### src/pkg/eac_pkg.sv
// package of field positions, masks and reset values for the enclave attribute checker
package eac_pkg;

	// attribute word field positions
	localparam int ATTR_W            = 128;
	localparam int ATTR_INIT_BIT     = 0;
	localparam int ATTR_DEBUG_BIT    = 1;
	localparam int ATTR_WIDE_BIT     = 2;
	localparam int ATTR_PROV_BIT     = 4;
	localparam int ATTR_LTOKEN_BIT   = 5;
	localparam int ATTR_PROT_BIT     = 6;
	localparam int ATTR_KSEP_BIT     = 7;
	localparam int ATTR_NOTIFY_BIT   = 10;
	localparam int ATTR_XMASK_LSB    = 64;
	localparam int ATTR_XMASK_W      = 64;

	// bits that are reserved zero in the low half (3, 63:11)
	localparam logic [63:0] ATTR_RSVD_MASK = 64'hffff_ffff_ffff_f808;

	// extra info selector fields
	localparam int SEL_W             = 32;
	localparam int SEL_FAULT_BIT     = 0;
	localparam int SEL_CPROT_BIT     = 1;
	localparam logic [31:0] SEL_RSVD_MASK = 32'hffff_fffc;

	// per-kind save region sizes in bytes
	localparam logic [15:0] SEL_FAULT_BYTES = 16'h0010;
	localparam logic [15:0] SEL_CPROT_BYTES = 16'h0010;

	// protection attribute byte fields
	localparam int PROT_W            = 8;
	localparam int PROT_SS_BIT       = 0;
	localparam int PROT_SSW_BIT      = 1;
	localparam int PROT_BT_BIT       = 2;
	localparam int PROT_LEG_BIT      = 3;
	localparam int PROT_NOTRK_BIT    = 4;
	localparam int PROT_SUPD_BIT     = 5;
	localparam logic [7:0] PROT_SS_MASK   = 8'h03;
	localparam logic [7:0] PROT_BT_MASK   = 8'h3c;
	localparam logic [7:0] PROT_RSVD_MASK = 8'hc0;

	// capability bits
	localparam int CAP_PROT_BIT      = 6;
	localparam int CAP_CPROT_BIT     = 1;

	// reset values
	localparam logic [127:0] ATTR_RESET = 128'h0;
	localparam logic [31:0]  SEL_RESET  = 32'h0;
	localparam logic [7:0]   PROT_RESET = 8'h0;

	// check pipeline states
	typedef enum logic [1:0] {
		EAC_IDLE,
		EAC_CHECK,
		EAC_DONE
	} eac_state_type;

endpackage
### src/core/eac_sel_decode.sv
`timescale 1ns/10ps
// selector decoder: checks the extra info selector and sizes the save region
module eac_sel_decode
	import eac_pkg::*;
(
	input  wire logic        clk_sys,
	input  wire logic        reset,
	input  wire logic [31:0] sel_word,
	input  wire logic [31:0] sel_cap,
	output logic             sel_ok,
	output logic             fault_info_select,
	output logic             control_protection_info_select,
	output logic [15:0]      save_region_bytes
);

	typedef struct packed {
		logic        ok;
		logic        fault;
		logic        cprot;
		logic [15:0] bytes;
	} eac_sel_type;

	eac_sel_type state;
	eac_sel_type next_state;

	// validity and region size are registered so all outputs come from flip-flops
	always_comb begin
		next_state       = state;
		next_state.fault = sel_word[SEL_FAULT_BIT];
		next_state.cprot = sel_word[SEL_CPROT_BIT] & sel_cap[CAP_CPROT_BIT];
		// a zero capability makes any nonzero selector invalid
		next_state.ok    = ((sel_word & ~sel_cap) == 32'h0)
			&& ((sel_word & SEL_RSVD_MASK) == 32'h0);
		next_state.bytes = (sel_word[SEL_FAULT_BIT] ? SEL_FAULT_BYTES : 16'h0)
			+ (sel_word[SEL_CPROT_BIT] ? SEL_CPROT_BYTES : 16'h0);
	end

	always_ff @(posedge clk_sys or posedge reset) begin
		if (reset) begin
			state <= '0;
		end else begin
			state <= next_state;
		end
	end

	assign sel_ok                         = state.ok;
	assign fault_info_select              = state.fault;
	assign control_protection_info_select = state.cprot;
	assign save_region_bytes              = state.bytes;

	chk_sel_cap_zero: assert property (@(posedge clk_sys) disable iff (reset)
		(sel_cap == 32'h0 && sel_word != 32'h0) |=> !sel_ok)
		else $error("nonzero selector accepted with zero capability");

endmodule // eac_sel_decode

### config.mk
export PLATFORM = sky130hd
export DESIGN_NAME = eac_sel_decode
export DESIGN_NICKNAME = d
export VERILOG_FILES = /design/src/pkg/eac_pkg.sv /design/src/core/eac_sel_decode.sv
export SDC_FILE = /design/constraint.sdc
export NUM_CORES = 1
export LEC_CHECK = 0
export BUFFER_PORTS_ARGS = -buffer_cell sky130_fd_sc_hd__buf_2
export CORE_MARGIN = 3
export CORE_UTILIZATION = 24
export DETAILED_ROUTE_END_ITERATION = 10
export GPL_ROUTABILITY_DRIVEN = 0
export PLACE_DENSITY_LB_ADDON = 0.08
export SETUP_SLACK_MARGIN = 0.15
export SYNTH_ARGS = -nofsm -noshare
export SYNTH_HDL_FRONTEND = slang
export SYNTH_SLANG_ARGS = --single-unit
### constraint.sdc
create_clock -name clk_sys -period 0.8 [get_ports clk_sys]
set_input_delay 0.08 -clock clk_sys [delete_from_list [all_inputs] [get_ports clk_sys]]
set_output_delay 0.08 -clock clk_sys [all_outputs]
set_load 0.02 [all_outputs]
=== Word-level counts from Yosys, hierarchy flattened ===
Cells that the tools add are included.

* Flip-flop bits (word level): 19
* Word-level logic and storage cells: 13
* Output and inout bits: 19
* Input port bits: 66

* Mux-type cells: 2
* Bitwise gates (word level): 3
* Add/sub/neg operators: 1
* Reductions and logical operators: 3

{| class="wikitable"
|+ Operator list
! cell !! number
|-
| 32-bit zero test || 2
|-
| 32-bit bitwise AND || 1
|-
| 32-bit inverter || 1
|-
| 5-bit two-way mux || 2
|-
| 5-bit by 5-bit adder with 6-bit output || 1
|-
| 1-bit bitwise AND || 1
|-
| 1-bit logical AND || 1
|}

=== Depth between registers and ports, before layout ===
* Word-level depth: 4
* Depth in mapped cells: 4
* Gate-level depth less buffers: 4

=== Worst setup path after synthesis ===
Ideal clock, no wire load.

* Kind: in2reg
* From: input port sel_word[7]
* To: register state, in the netlist sel_ok
* Path slack: -0.281 ns
* Buffers on the path: 0
* Data required time: 0.720 ns
* Setup time: 0.080 ns
* Data arrival time: 1.001 ns
* Stages on the path: 4
* Cell sequence: nor4_1 > nand4_1 > or4_1 > nor3_2

{| class="wikitable"
|+ RTL lines
! what !! line !! source
|-
| start: declaration || eac_sel_decode.sv:8 || <nowiki>input wire logic [31:0] sel_word,</nowiki>
|-
| end signal: assignment || eac_sel_decode.sv:42 || <nowiki>state <= next_state;</nowiki>
|-
| end: declaration || eac_sel_decode.sv:23 || <nowiki>eac_sel_type state;</nowiki>
|}

==> summary.txt <==
Status
  • Status: finished with violations
  • Failing checks: setup timing

Synth
  • Synth Register Bits: 5
  • Synthesized area: 488 µm²
  • YS warnings: 0
  • Netlist cell types: 18
  • Post-synthesis sequential area ratio: 0.256
  • Syn Area/Cell: 8.41 µm²
  • Mapped Cells: 58

Timing
  • Fmax achieved: 1080 MHz
  • RSZ-0062 raised after global routing: yes
  • Final setup fails: 6
  • Final slew viol count: 0
  • Period utilisation layout: 1.15
  • Final number of hold-violating endpoints: 0
  • Worst setup margin: -0.124 ns
  • Final setup TNS: -0.182 ns
  • Post-route minimum period: 0.924 ns

Layout
  • ANT cells: 0
  • Filler cell count: 203
  • Share of layout cells above drive strength 1: 0.566
  • Nets: 190
  • Most frequent cells in the layout: buf_2, conb_1, inv_1
  • Most common cell after layout, fill and taps aside: buf_2
  • Area Overhead vs Synth: 82.3%
  • Final std cells w/o fill: 147

Run
  • Max cap viols: 0

Clock tree
  • Setup Fix Bufs, Post-CTS: 0
  • Clock Pin Slew Worst Setup and Hold Paths: 0.04 ns
  • TritonCTS clock tree: built
  • CTS Sinks: 5
  • Htree depth: 1
  • Num CTS Buffers: 3
  • CTS Root Buffer Type: clkbuf_4
  • Clk buf depth: 2

Place
  • Dpl ws: -0.485 ns
  • Port buffer count: 54
  • DP Wirelength: between 1000 and 1500 µm
  • Placed cell count: between 100 and 150

GRT
  • Total GRT Usage: 0.110
  • Antenna violations before repair: 0
  • First-pass GRT wire length: approximately 2200 µm
  • Overflow after GRT: 0
  • Vias in the first global route: 605
  • Largest net degree at the start of global routing: 6

Worst hold path
  • Min-delay worst type: input pin to flop
  • Cells on Worst Hold Path: 2

Power
  • P per Cell Area: 1010 nW/µm²
  • Pleak: 0.000496 µW
  • Maximum VDD drop: 0.000397 V

Drt
  • Routed WL: ~1400 µm
  • Drt pass-1 iters: 3
  • Post-DRT Antenna Nets: 0
  • Vias: 583
  • DRC: 0
  • Vias per Instance: 3.97
  • Initial DRC Count: 5
  • DR WL/cell: 9.59 µm

Critical path
  • CP startpoint kind: input pin
  • CP required: 0.96 ns
  • Arrival time worst endpoint: 1.08 ns
  • Worst setup EP type: flop
  • Max FO, Critical Path: 1
  • WS Path Type: input pin to flop

Die
  • Die height: 51.1 µm
  • Die W: 51.1 µm
  • Initial Util: 0.268
  • Total Die Area: 2610 µm²
  • Core area: 1820 µm²
  • I/O Pins: 85
  • # rows: 15
## cells in the mapped netlist
library cell | instances | area, µm²
o22ai_1 | 4 | 25.0
conb_1 | 1 | 3.75
or3_1 | 1 | 6.26
nand4_1 | 2 | 12.5
and2_1 | 1 | 6.26
nor3_2 | 1 | 10.0
or4_1 | 1 | 7.51
nor2_1 | 1 | 3.75
or2b_1 | 2 | 15.0
nor4_2 | 2 | 25.0
o2111ai_1 | 2 | 17.5
nor4_1 | 4 | 25.0
nor4_4 | 1 | 21.3
buf_4 | 14 | 105
nand2b_1 | 4 | 25.0
inv_1 | 11 | 41.3
dfrtp_1 | 5 | 125
ha_1 | 1 | 12.5
## kinds of logic (layout without fill, tap and decap cells)
group,count (synthesis),after routing,share of synthesized area
AO/OA/AOI/OAI,6,6,0.0872
adder cells (fa/ha/maj),1,1,0.0256
buffers and inverters,25,76,0.300
flip-flops,5,5,0.256
other,1,14,0.00768
AND/OR/NAND/NOR,20,20,0.323
## layout make-up
| type | instances | area, µm² | share of cell area |
|---|---|---|---|
| timing repair buffer | 61 | 382 | 0.429 |
| multi-input combinational | 41 | 284 | 0.319 |
| sequential | 5 | 125 | 0.141 |
| inverter | 11 | 41.3 | 0.0464 |
| tap | 25 | 31.3 | 0.0352 |
| clock buffer | 4 | 26.3 | 0.0295 |
## what timing repair did
item,in CTS,in global routing
endpoints found under the setup margin,6,6
endpoints found under the hold margin,5,0
gates resized for setup,15,1
hold buffers,1,0
pin swaps,3,0
## final timing paths
kind | startpoint | slack (ns) | end
max in group asynchronous | reset | 0.36 | fault_info_select$_DFF_PP0_
min | sel_cap[1] | 0.07 | control_protection_info_select$_DFF_PP0_
max | sel_word[9] | -0.12 | sel_ok$_DFF_PP0_
min in group asynchronous | reset | 0.28 | save_region_bytes[4]$_DFF_PP0_
## stage by stage
| step | cell area, µm² | utilization | hold WS [ns] | power, µW |
|---|---|---|---|---|
| after floorplan | 543 | - | -0.141 | 457 |
| after global placement | 785 | 0.431 | -0.0166 | 584 |
| after detailed placement | 785 | 0.431 | -0.0199 | 584 |
| after CTS | 886 | 0.487 | 0.0639 | 918 |
| after global routing | 890 | 0.489 | 0.0659 | 976 |
| final | 890 | 0.489 | 0.0693 | 902 |
## sequential cells by signal (all words and copies together) (netlist names)
| signal | flops |
|---|---|
| sel_ok | 1 |
| control_protection_info_select | 1 |
| save_region_bytes | 2 |
| fault_info_select | 1 |
## layer usage
layer	wire length (µm)	part of all wire	vias up	global-route usage
met5	0	0	-	0
met4	0	0	0	0.0404
met3	194	0.14	0	0.0408
met2	811	0.58	38	0.219
met1	404	0.29	246	0.0972
li1	-	-	299	-
## critical path: stages
cell     delay [ns]
buf_6          0.09
nor4_4         0.26
nand4_1        0.11
or4_4          0.42
nor3_2         0.11
## power breakdown
group	internal, µW	switching, µW	total, µW
Clock	188	95.0	283
Sequential	267	5.93	273
Combinational	178	169	346
Note: power is estimated with default switching activity, not from simulation.
